[src/shared/flash_guard_map.svh]
// Offsets, field positions, reset values and region bounds of the flash guard.
// Assumes word addressing of a 16K-word program flash.
`ifndef FLASH_GUARD_MAP_SVH
`define FLASH_GUARD_MAP_SVH
`define REG_STATUS     8'h00
`define REG_CTRL       8'h04
`define CTRL_BUSY_CLR  0
`define CTRL_VEC_BOOT  1
`define ST_BUSY        0
`define ST_STALL       1
`define ST_APP_LOCK    2
`define ST_BOOT_LOCK   4
`define ST_VEC_FUSE    6
`define ST_SIZE_FUSE   7
`define LOCK_RESET     2'h3
`define APP_RESET_VEC  14'h0000
`define HALT_START     14'h3800
`define BOOT_START_00  14'h3800
`define BOOT_START_01  14'h3C00
`define BOOT_START_10  14'h3E00
`define BOOT_START_11  14'h3F00
`endif

[src/shared/flash_guard_pkg.sv]
// Types shared by the flash guard.
// Assumes flash_guard_map.svh supplies the numeric constants.
package flash_guard_pkg;
  typedef logic [13:0] waddr_t;
  typedef enum logic [1:0] {
    OP_ERASE = 2'h0,
    OP_WRITE = 2'h1,
    OP_LOCK  = 2'h2,
    OP_FILL  = 2'h3
  } prog_op_t;
  typedef enum logic [2:0] {
    ST_IDLE = 3'h1,
    ST_CONC_PROG = 3'h2,
    ST_HALT_PROG = 3'h4
  } guard_state_t;
endpackage : flash_guard_pkg

[src/rtl/flash_section_protection.sv]
// Flash section protection for self-programming: lock gating, stall, reset vector.
// Assumes CPU, flash array and programming logic share i_clk; fuse pins are async.
`include "flash_guard_map.svh"
module flash_section_protection (
  input  wire logic                      i_clk,
  input  wire logic                      i_rst_n,
  input  wire logic [7:0]                i_reg_addr,
  input  wire logic [7:0]                i_reg_wdata,
  input  wire logic                      i_reg_wr,
  input  wire logic                      i_reg_rd,
  output logic      [7:0]                o_reg_rdata,
  input  wire logic                      i_store_req,
  input  wire flash_guard_pkg::prog_op_t i_store_op,
  input  wire flash_guard_pkg::waddr_t   i_store_addr,
  input  wire logic [3:0]                i_store_lock_data,
  input  wire flash_guard_pkg::waddr_t   i_exec_addr,
  input  wire logic                      i_lpm_req,
  input  wire flash_guard_pkg::waddr_t   i_lpm_addr,
  input  wire logic                      i_flash_done,
  input  wire logic                      i_chip_erase,
  input  wire logic                      i_ext_lock_wr,
  input  wire logic [3:0]                i_ext_lock_data,
  input  wire logic                      i_boot_vector_fuse,
  input  wire logic [1:0]                i_boot_size_fuses,
  output logic                           o_flash_start,
  output flash_guard_pkg::prog_op_t      o_flash_op,
  output flash_guard_pkg::waddr_t        o_flash_addr,
  output logic                           o_cpu_stall,
  output logic                           o_lpm_grant,
  output logic                           o_irq_block,
  output logic                           o_region_busy_flag,
  output flash_guard_pkg::waddr_t        o_reset_vector
);
  import flash_guard_pkg::*;

  // ****************************************************************
  // Fuse synchronisers
  // ****************************************************************
  // Fuses enter only through pins; nothing on the CPU side writes them
  logic [2:0] fuse_meta_reg;
  logic [2:0] fuse_sync_reg;

  always_ff @(posedge i_clk) begin
    if (!i_rst_n) begin
      fuse_meta_reg <= 3'h7;
      fuse_sync_reg <= 3'h7;
    end else begin
      fuse_meta_reg <= {i_boot_vector_fuse, i_boot_size_fuses};
      fuse_sync_reg <= fuse_meta_reg;
    end
  end

  wire logic       vec_fuse  = fuse_sync_reg[2];
  wire logic [1:0] size_fuse = fuse_sync_reg[1:0];

  // ****************************************************************
  // Region classification
  // ****************************************************************
  function automatic waddr_t boot_start_of(input logic [1:0] sz);
    case (sz)
      2'h0:    boot_start_of = `BOOT_START_00;
      2'h1:    boot_start_of = `BOOT_START_01;
      2'h2:    boot_start_of = `BOOT_START_10;
      default: boot_start_of = `BOOT_START_11;
    endcase
  endfunction : boot_start_of

  wire waddr_t boot_start = boot_start_of(size_fuse);
  wire logic   exec_boot  = (i_exec_addr >= boot_start);
  wire logic   store_boot = (i_store_addr >= boot_start);
  wire logic   store_halt = (i_store_addr >= `HALT_START);
  wire logic   lpm_boot   = (i_lpm_addr >= boot_start);

  // ****************************************************************
  // Lock fields
  // ****************************************************************
  // Bit0 write lock, bit1 read lock; 1 means unprogrammed
  logic [1:0] app_lock_field_reg;
  logic [1:0] boot_lock_field_reg;
  logic [3:0] lock_and;

  wire logic app_write_lock_bit  = app_lock_field_reg[0];
  wire logic app_read_lock_bit   = app_lock_field_reg[1];
  wire logic boot_write_lock_bit = boot_lock_field_reg[0];
  wire logic boot_read_lock_bit  = boot_lock_field_reg[1];

  guard_state_t state_reg;
  guard_state_t state_next;

  wire logic idle     = (state_reg == ST_IDLE);
  // Part-wide lock bits are not inputs at all, so they cannot gate anything
  wire logic store_ok = i_store_req && idle && exec_boot;
  wire logic wr_block = store_boot ? !boot_write_lock_bit
                                   : !app_write_lock_bit;
  wire logic page_op  = store_ok && (i_store_op == OP_ERASE || i_store_op == OP_WRITE);
  wire logic fill_op  = store_ok && (i_store_op == OP_FILL);
  wire logic lock_op  = store_ok && (i_store_op == OP_LOCK);
  wire logic go       = (page_op || fill_op) && !wr_block;

  // Programming can only clear bits; a one in the data leaves the bit alone
  assign lock_and = {boot_lock_field_reg, app_lock_field_reg}
                    & (lock_op ? i_store_lock_data : 4'hF)
                    & (i_ext_lock_wr ? i_ext_lock_data : 4'hF);

  always_ff @(posedge i_clk) begin
    if (!i_rst_n) begin
      app_lock_field_reg  <= `LOCK_RESET;
      boot_lock_field_reg <= `LOCK_RESET;
    end else if (i_chip_erase) begin
      app_lock_field_reg  <= `LOCK_RESET;
      boot_lock_field_reg <= `LOCK_RESET;
    end else begin
      app_lock_field_reg  <= lock_and[1:0];
      boot_lock_field_reg <= lock_and[3:2];
    end
  end

  // ****************************************************************
  // Operation sequencer
  // ****************************************************************
  always_comb begin
    state_next = state_reg;
    case (state_reg)
      ST_IDLE: begin
        if (go && !fill_op) begin
          state_next = store_halt ? ST_HALT_PROG : ST_CONC_PROG;
        end
      end
      ST_CONC_PROG: begin
        if (i_flash_done) begin
          state_next = ST_IDLE;
        end
      end
      ST_HALT_PROG: begin
        if (i_flash_done) begin
          state_next = ST_IDLE;
        end
      end
      default: state_next = ST_IDLE;
    endcase
  end

  // ****************************************************************
  // Software register bus
  // ****************************************************************
  logic       vec_boot_reg;
  wire  logic ctrl_wr  = i_reg_wr && (i_reg_addr == `REG_CTRL);
  wire  logic busy_clr = ctrl_wr && i_reg_wdata[`CTRL_BUSY_CLR];
  wire  logic busy_set = (state_next == ST_CONC_PROG);

  always_ff @(posedge i_clk) begin
    if (!i_rst_n) begin
      state_reg          <= ST_IDLE;
      o_flash_start      <= 1'b0;
      o_flash_op         <= OP_ERASE;
      o_flash_addr       <= 14'h0000;
      o_cpu_stall        <= 1'b0;
      o_region_busy_flag <= 1'b0;
    end else begin
      state_reg     <= state_next;
      o_flash_start <= go;
      if (go) begin
        o_flash_op   <= i_store_op;
        o_flash_addr <= i_store_addr;
      end
      o_cpu_stall <= (state_next == ST_HALT_PROG);
      // Set wins over a clear in the same cycle
      if (busy_set) begin
        o_region_busy_flag <= 1'b1;
      end else if (busy_clr) begin
        o_region_busy_flag <= 1'b0;
      end
    end
  end

  // ****************************************************************
  // Load and interrupt gating, reset vector
  // ****************************************************************
  wire logic lpm_block = lpm_boot ? (!exec_boot && !boot_read_lock_bit)
                                  : (exec_boot && !app_read_lock_bit);
  wire logic irq_block = exec_boot ? (!vec_boot_reg && !boot_read_lock_bit)
                                   : (vec_boot_reg && !app_read_lock_bit);
  wire waddr_t rst_vec = vec_fuse ? `APP_RESET_VEC : boot_start;

  wire logic [7:0] status_word = {size_fuse[0], vec_fuse, boot_lock_field_reg,
                                  app_lock_field_reg, o_cpu_stall, o_region_busy_flag};
  wire logic [7:0] rd_mux = (i_reg_addr == `REG_STATUS) ? status_word :
                            (i_reg_addr == `REG_CTRL)   ? {6'h00, vec_boot_reg, 1'b0} :
                                                          8'h00;

  always_ff @(posedge i_clk) begin
    if (!i_rst_n) begin
      o_lpm_grant    <= 1'b0;
      o_irq_block    <= 1'b0;
      o_reset_vector <= `APP_RESET_VEC;
      o_reg_rdata    <= 8'h00;
      vec_boot_reg   <= 1'b0;
    end else begin
      o_lpm_grant    <= i_lpm_req && !lpm_block;
      o_irq_block    <= irq_block;
      o_reset_vector <= rst_vec;
      o_reg_rdata    <= i_reg_rd ? rd_mux : 8'h00;
      if (ctrl_wr) begin
        vec_boot_reg <= i_reg_wdata[`CTRL_VEC_BOOT];
      end
    end
  end
endmodule : flash_section_protection

[config.mk]
export PLATFORM = sky130hd
export DESIGN_NAME = flash_section_protection
export DESIGN_NICKNAME = d
export VERILOG_FILES = /design/src/shared/flash_guard_pkg.sv /design/src/rtl/flash_section_protection.sv
export VERILOG_INCLUDE_DIRS = /design/src /design/src/shared
export SDC_FILE = /design/constraint.sdc
export NUM_CORES = 1
export LEC_CHECK = 0
export BUFFER_PORTS_ARGS = -buffer_cell sky130_fd_sc_hd__buf_2
export CAP_MARGIN = 40
export CORE_MARGIN = 1.5
export CORE_UTILIZATION = 46
export CTS_CLUSTER_DIAMETER = 60
export DETAILED_ROUTE_END_ITERATION = 16
export MAX_ROUTING_LAYER = met4
export PLACE_DENSITY = 0.88
export SLEW_MARGIN = 20
export SYNTH_ARGS = -nofsm -noshare
export SYNTH_HDL_FRONTEND = slang
export SYNTH_SLANG_ARGS = --single-unit
[constraint.sdc]
create_clock -name i_clk -period 4 [get_ports i_clk]
set_clock_uncertainty 0.1 [all_clocks]
set_input_delay 0.6 -clock i_clk [delete_from_list [all_inputs] [get_ports i_clk]]
set_output_delay 0.6 -clock i_clk [all_outputs]
set_load 0.01 [all_outputs]
==> key figures, run 1 <==
Status
  • Outcome: finished clean

Global routing
  • Total gr overflow: 0
  • Total track usage: roughly 17%
  • Initial antenna violation count: 0
  • Pin count of the biggest net entering global routing: 48
  • Vias in the first global route: 1,574
  • First-pass GRT wire length: 6560 µm

Route
  • First drt pass iteration count: 4
  • Wire per inst: 11.6 µm
  • Vias: 1,729
  • Routed Antenna Nets: 0
  • Initial DRC Count: 47
  • Total Routed Length: 4070 µm
  • Vias/cell: 4.94
  • Drt drc: 0

Timing
  • Highest Clock Rate: between 400 and 500 MHz
  • Final max-slew violation count: 0
  • Period utilization: between 50% and 60%
  • Worst hold slack: 0.315 ns
  • RSZ-0062 raised after global routing: no
  • Final setup viols: 0
  • Rel. slew slack: 50.4%
  • Tmin final: 2.10 ns
  • Setup TNS: 0 ns
  • Hold Vio Cnt, Final: 0
  • Worst slew pin tran: 0.744 ns
  • Final setup margin: 1.90 ns

Place
  • HPWL Detailed: 3210 µm
  • IO Port Bufs: 92
  • Pre-CTS worst setup slack: 1.72 ns
  • Placed insts: 342
  • Post-DP Area: 2470 µm²
  • GPL Wtd Cong: slightly below 0.8

Clocking
  • Cts bufs inserted: 5
  • Clock Pin Slew Worst Setup and Hold Paths: 0.08 ns
  • Cts repair resizes: 0
  • Cts hold-fix bufs: 0
  • Clock Root Buffer: clkbuf_8
  • Setup Fix Bufs, Post-CTS: 0
  • Worst-skew pair later-pin latency: 0.29 ns
  • CTS tree: yes
  • Max Root-Sink Buffers: 2
  • Clock sinks: 47
  • H-tree depth: 2

Worst setup path
  • Max incr delay on CP: 0.36 ns
  • Crit. Startpoint: fuse_sync_reg[0]
  • Slowest cell on the critical path: dfxtp_1
  • Crit path arrival time: between 2 and 2.5 ns
  • Worst path cell trace: nor2_1 > ha_1 > nand2_1 > mux2_4 > and3_4 > nor2_8 > mux2i_1
  • Crit end category: register
  • Worst setup SP type: register
  • CP required: 4.12 ns
  • Kind of critical path: register to register
  • WP buf/inv: 0
  • CP delay by family, top: simple AND/OR/NAND/NOR gates
  • Worst Path Max Fanout: 15
  • Reg-to-reg critical path startpoint: fuse_sync_reg[0]

Final layout
  • Post-layout util: a little over three fifths
  • Layout area overhead: 26.3%
  • Fill cell count: 349
  • Largest register FFs: 14
  • Biggest register: o_flash_addr
  • Post-Layout Cell Count: 350
  • Diodes inserted: 0
  • Share of cells above drive strength 1: 36.0%
  • Finished Cell Area: 2570 µm²
  • Top flop regs: o_flash_addr: 14 flops, o_reg_rdata: 8 flops, o_reset_vector: 4 flops
  • # nets final: 385

Yosys
  • Avg Inst Size Synth: 9.73 µm²
  • Cell variety after synth: 46
  • Yosys reg bits: 47
  • Asr flop ratio synth: 0%
  • Number of synthesis warnings: 0
  • Post-Syn Instances: 209
  • Sequential share of the synthesized area: a little under half
  • Count leader, synth: dfxtp_1
  • Synth top cells by count: dfxtp_1 (47), nand2_1 (37), mux2i_1 (16)
  • Synth area leader: dfxtp_1
  • Post-synth EDFFs: 0
  • Main synth FF type: dfxtp_1
  • Netlist Area Pre-Place: 2030 µm²
  • Ranking of synthesized cells by area: dfxtp_1 (46%), mux2i_1 (7.9%), nand2_1 (6.8%)
  • Top-area cell type share of the netlist area: a little under half

Run
  • Max-cap check violation count: 0

Min path
  • HP Class: register to register
  • Min-delay src: fuse_meta_reg[0]

Pwr
  • Tot Pwr: 857 µW
  • Leakage: roughly 1.3 nW
  • Pwr per Cell Area: roughly 330 nW/µm²
  • VDD IR max: ~0.18 mV

Floorplanning
  • Core ar.: between 4000 and 5000 µm²
  • Die H: 69.5 µm
  • FP Rows: 23
  • Ports: 123
  • Full die area: 4830 µm²
  • Initial core utilization: 49.4%
  • Die width: 69.5 µm
==> final timing paths <==
| kind | slack (ns) | cells after the start | to |
|---|---|---|---|
| max | 1.90 | 7 | o_flash_addr[12] |
| max reg2reg | 1.90 | 7 | o_flash_addr[12] |
| min reg2reg | 0.31 | 1 | fuse_sync_reg[0] |
| min | 0.31 | 1 | fuse_sync_reg[0] |
==> layout by cell type (no fill, tap or decap), types with 6 or more instances in the layout <==
master and n:
o21ai_0 6, mux2i_1 16, dfxtp_1 47, clkbuf_8 7, conb_1 8, buf_2 92
nor2_1 8, nand2_1 37, and2_1 8, nand2b_1 8, ha_1 6
==> kinds of logic (layout without fill, tap and decap cells) <==
family	after synthesis	count (layout)	share of synthesized area, %
flip-flops	47	47	46.3
AO/OA/AOI/OAI	21	21	7.75
buffers and inverters	21	105	6.52
XOR/XNOR	1	1	0.431
adder cells (fa/ha/maj)	6	6	3.69
other	1	8	0.184
multiplexers	17	17	8.61
AND/OR/NAND/NOR	95	95	26.5
==> where the power goes <==
part | internal [mW] | switching [mW]
clock network | 0.158 | 0.143
logic | 0.0389 | 0.0393
registers | 0.474 | 0.00374
total | 0.671 | 0.186
==> per-layer routing <==
layer	GRT usage [%]	wire length (µm)	share of wire [%]	vias up
met4	7.41	85	2.1	0
met2	28.6	1960	48	72
met1	19.6	1730	42	769
li1	-	-	-	880
met5	-	0	0	-
met3	4.07	305	7.5	8
==> cell type report <==
class                      count  area (µm²)  area share (%)
clock buffer                   8         100            3.90
inverter                       5        18.8           0.731
multi-input combinational    148         986            38.4
sequential                    47         941            36.6
tap                           50        62.6            2.44
timing repair buffer          92         460            17.9
Power figures use the tool's default switching activity.
==> run 2: changes to the inputs <==
Settings changed: ABC_AREA set to 1, CORE_UTILIZATION 46 to 40, PLACE_DENSITY 0.88 to 0.8.
Clock period 4 ns to 1.79 ns, I/O delays scaled along.
==> run 2 against run 1 <==
Compared with the run above:
- hold slack got worse by 0.27 ns
- core utilization fell by 6.1 points
- final area rose by 13%
- critical path depth up 5
- setup slack worse by 1.9 ns
- sequential power is 120% higher
- flip-flop and latch count stayed put
- total power rose by 130%
==> key figures, run 2 <==
Clocking
  • Max Root-Sink Buffers: 2 (unchanged)
  • Cts bufs inserted: 5 (unchanged)
  • Clock sinks: 47 (unchanged)
  • CTS tree: yes (unchanged)
  • Worst-skew pair later-pin latency: 0.31 ns (was 0.29 ns)
  • Clock Root Buffer: clkbuf_8 (unchanged)
  • H-tree depth: 2 (unchanged)
  • Clock Pin Slew Worst Setup and Hold Paths: 0.10 ns (was 0.08 ns)

Pwr
  • Sw power: 511 µW (was 186 µW)
  • Clock power frac: 33.8% (was 35.1%)
  • Leakage: 1.62 nW (was 1.26 nW)
  • VDD IR max: 0.390 mV (was 0.180 mV)
  • Logic pwr share: 11.6% (was 9.1%)
  • Sequential share of power: 54.6% (was 55.8%)
  • Switching share of power: 26.1% (was 21.7%)
  • Pwr per Cell Area: 673 nW/µm² (was 333 nW/µm²)
  • P_int: 1.45 mW (was 671 µW)

Floorplanning
  • Full die area: 5890 µm² (was 4830 µm²)
  • Die width: 76.8 µm (was 69.5 µm)
  • Core ar.: 5170 µm² (was 4120 µm²)
  • Initial core utilization: 42.1% (was 49.4%)
  • FP Rows: 26 (was 23)
  • Ports: 123 (unchanged)
  • Die H: 76.8 µm (was 69.5 µm)

Timing
  • Tmin final: 1.78 ns (was 2.10 ns)
  • Period utilization: 99.5% (was 52.4%)
  • Highest Clock Rate: 562 MHz (was 477 MHz)
  • Final setup viols: 0 (unchanged)
  • Final max-slew violation count: 0 (unchanged)
  • Setup TNS: 0 ns (unchanged)
  • Hold Vio Cnt, Final: 0 (unchanged)
  • RSZ-0062 raised after global routing: yes (was no)

Route
  • First drt pass iteration count: 4 (unchanged)
  • Vias/cell: 4.54 (was 4.94)
  • Drt drc: 0 (unchanged)
  • Routed Antenna Nets: 0 (unchanged)
  • Vias: 2,107 (was 1,729)
  • Wire per inst: 11.1 µm (was 11.6 µm)
  • Total Routed Length: 5150 µm (was 4070 µm)
  • Initial DRC Count: 83 (was 47)

Place
  • HPWL Detailed: 4050 µm (was 3210 µm)
  • GPL Wtd Cong: 0.799 (was 0.795)
  • Post-DP Area: 2740 µm² (was 2470 µm²)
  • IO Port Bufs: 92 (unchanged)

Yosys
  • Main synth FF type: dfxtp_1 (unchanged)
  • Netlist Area Pre-Place: 2180 µm² (was 2030 µm²)
  • Sequential share of the synthesized area: 43.2% (was 46.3%)
  • Avg Inst Size Synth: 7.53 µm² (was 9.73 µm²)
  • Count leader, synth: dfxtp_1 (unchanged)
  • Ranking of synthesized cells by area: dfxtp_1 (43%), nand2_1 (7.9%), inv_1 (7.8%) (was dfxtp_1 (46%), mux2i_1 (7.9%), nand2_1 (6.8%))
  • Number of synthesis warnings: 0 (unchanged)
  • Cell variety after synth: 27 (was 46)
  • Yosys reg bits: 47 (unchanged)
  • Top-area cell type share of the netlist area: 43.2% (was 46.3%)
  • Post-synth EDFFs: 0 (unchanged)
  • Synth top cells by count: dfxtp_1 (47), nand2_1 (46), inv_1 (45) (was dfxtp_1 (47), nand2_1 (37), mux2i_1 (16))
  • Asr flop ratio synth: 0% (unchanged)
  • Synth area leader: dfxtp_1 (unchanged)
  • Post-Syn Instances: 289 (was 209)

Global routing
  • Total gr overflow: 0 (unchanged)
  • Vias in the first global route: 1,948 (was 1,574)
  • First-pass GRT wire length: 8310 µm (was 6560 µm)
  • Initial antenna violation count: 0 (unchanged)
  • Pin count of the biggest net entering global routing: 21 (was 48)
  • Total track usage: 18.2% (was 17.1%)

Final layout
  • Largest register FFs: 14 (unchanged)
  • Top flop regs: o_flash_addr: 14 flops, o_reg_rdata: 8 flops, o_reset_vector: 4 flops (unchanged)
  • Fill cell count: 499 (was 349)
  • Layout area overhead: 33.8% (was 26.3%)
  • Finished Cell Area: 2910 µm² (was 2570 µm²)
  • Commonest non-fill, non-tap cells in the layout: buf_2 (92), inv_1 (45), dfxtp_1 (45) (was buf_2 (92), dfxtp_1 (47), nand2_1 (37))
  • Commonest non-fill, non-tap cell in the layout: buf_2 (unchanged)
  • # nets final: 479 (was 385)
  • Share of cells above drive strength 1: 40.6% (was 36.0%)
  • Biggest register: o_flash_addr (unchanged)
  • Diodes inserted: 0 (unchanged)

Worst setup path
  • Crit path arrival time: 1.85 ns (was 2.22 ns)
  • CP required: 1.86 ns (was 4.12 ns)
  • Kind of critical path: register to register (unchanged)
  • Worst Path Max Fanout: 5 (was 15)
  • Worst setup SP type: register (unchanged)
  • Crit end category: register (unchanged)

Status
  • Outcome: finished clean (unchanged)

Min path
  • HP Class: primary input to register (was register to register)

Run
  • Max-cap check violation count: 0 (unchanged)
run 2: critical path: stages (launching register included):
cell and delay, ns:
dfxtp_4 0.39, nor2_4 0.06, ha_4 0.26, nand2_2 0.05
nor3_2 0.09, nand2_1 0.08, nand2_1 0.07, nand2_2 0.06
nand2_4 0.11, nand3_4 0.12, buf_4 0.16, nand2_1 0.05
a21oi_1 0.05
run 2: layout make-up:
class / count / area [µm²] / share of cell area [%]
tap: 70 / 87.6 / 3.01
clock buffer: 5 / 68.8 / 2.36
timing repair buffer: 107 / 593 / 20.4
clock inverter: 3 / 25.0 / 0.859
inverter: 49 / 199 / 6.83
sequential: 47 / 946 / 32.5
multi-input combinational: 183 / 993 / 34.1
run 2: cells by family after synthesis:
kind of cell,Yosys count,share of synthesized area (%)
fa+ha+maj,6,3.45
other cells,1,0.172
compound gates,18,4.66
simple gates,151,34.2
flops,47,43.2
buf+inv,66,14.3
run 2: final timing paths:
kind / from / end / slack, ns / depth (start not counted)
worst max-delay path: fuse_sync_reg[1] / o_flash_op[0] / 0.009 / 12
worst max register to register: fuse_sync_reg[1] / o_flash_op[0] / 0.009 / 12
worst min-delay path: i_boot_size_fuses[0] / fuse_meta_reg[0] / 0.04 / 2
worst min register to register: fuse_meta_reg[0] / fuse_sync_reg[0] / 0.32 / 1
run 2: through the flow:
stage | hold WS, ns | setup WS (ns) | power [mW] | utilization (%) | cells
after floorplan | 0.275 | 0.0110 | 1.22 | - | 296
after global placement | 0.294 | -0.0278 | 1.31 | 53.0 | 454
after detailed placement | 0.300 | -0.0820 | 1.32 | 53.0 | 454
after CTS | 0.0328 | 0.00634 | 1.98 | 55.1 | 462
after global routing | 0.0201 | -0.129 | 2.06 | 56.3 | 464
final | 0.0399 | 0.00915 | 1.96 | 56.3 | 464
run 2: timing repair:
action | in CTS | in global routing
hold endpoints to repair | 0 | 0
hold buffers | 0 | 0
gates cloned | 0 | 0
pin swaps | 1 | 3
buffers inserted | 0 | 2
setup endpoints to repair | 20 | 25
gates resized for setup | 6 | 12
run 2: power groups by stage:
stage | Sequential (mW) | Clock [mW] | Combinational (mW)
5_1_grt | 1.07 | 0.735 | 0.257
3_3_place_gp | 1.09 | 0 | 0.215
3_5_place_dp | 1.09 | 0 | 0.221
4_1_cts | 1.07 | 0.687 | 0.222
6_report | 1.07 | 0.662 | 0.228
2_1_floorplan | 1.10 | 0 | 0.123
run 2: layer usage:
| layer | global-route usage (%) | share of wire (%) | vias up |
|---|---|---|---|
| met3 | 6.31 | 7.8 | 6 |
| met1 | 20.5 | 42 | 940 |
| met2 | 29.8 | 49 | 64 |
| li1 | - | - | 1097 |
| met5 | - | 0 | - |
| met4 | 6.30 | 1.0 | 0 |
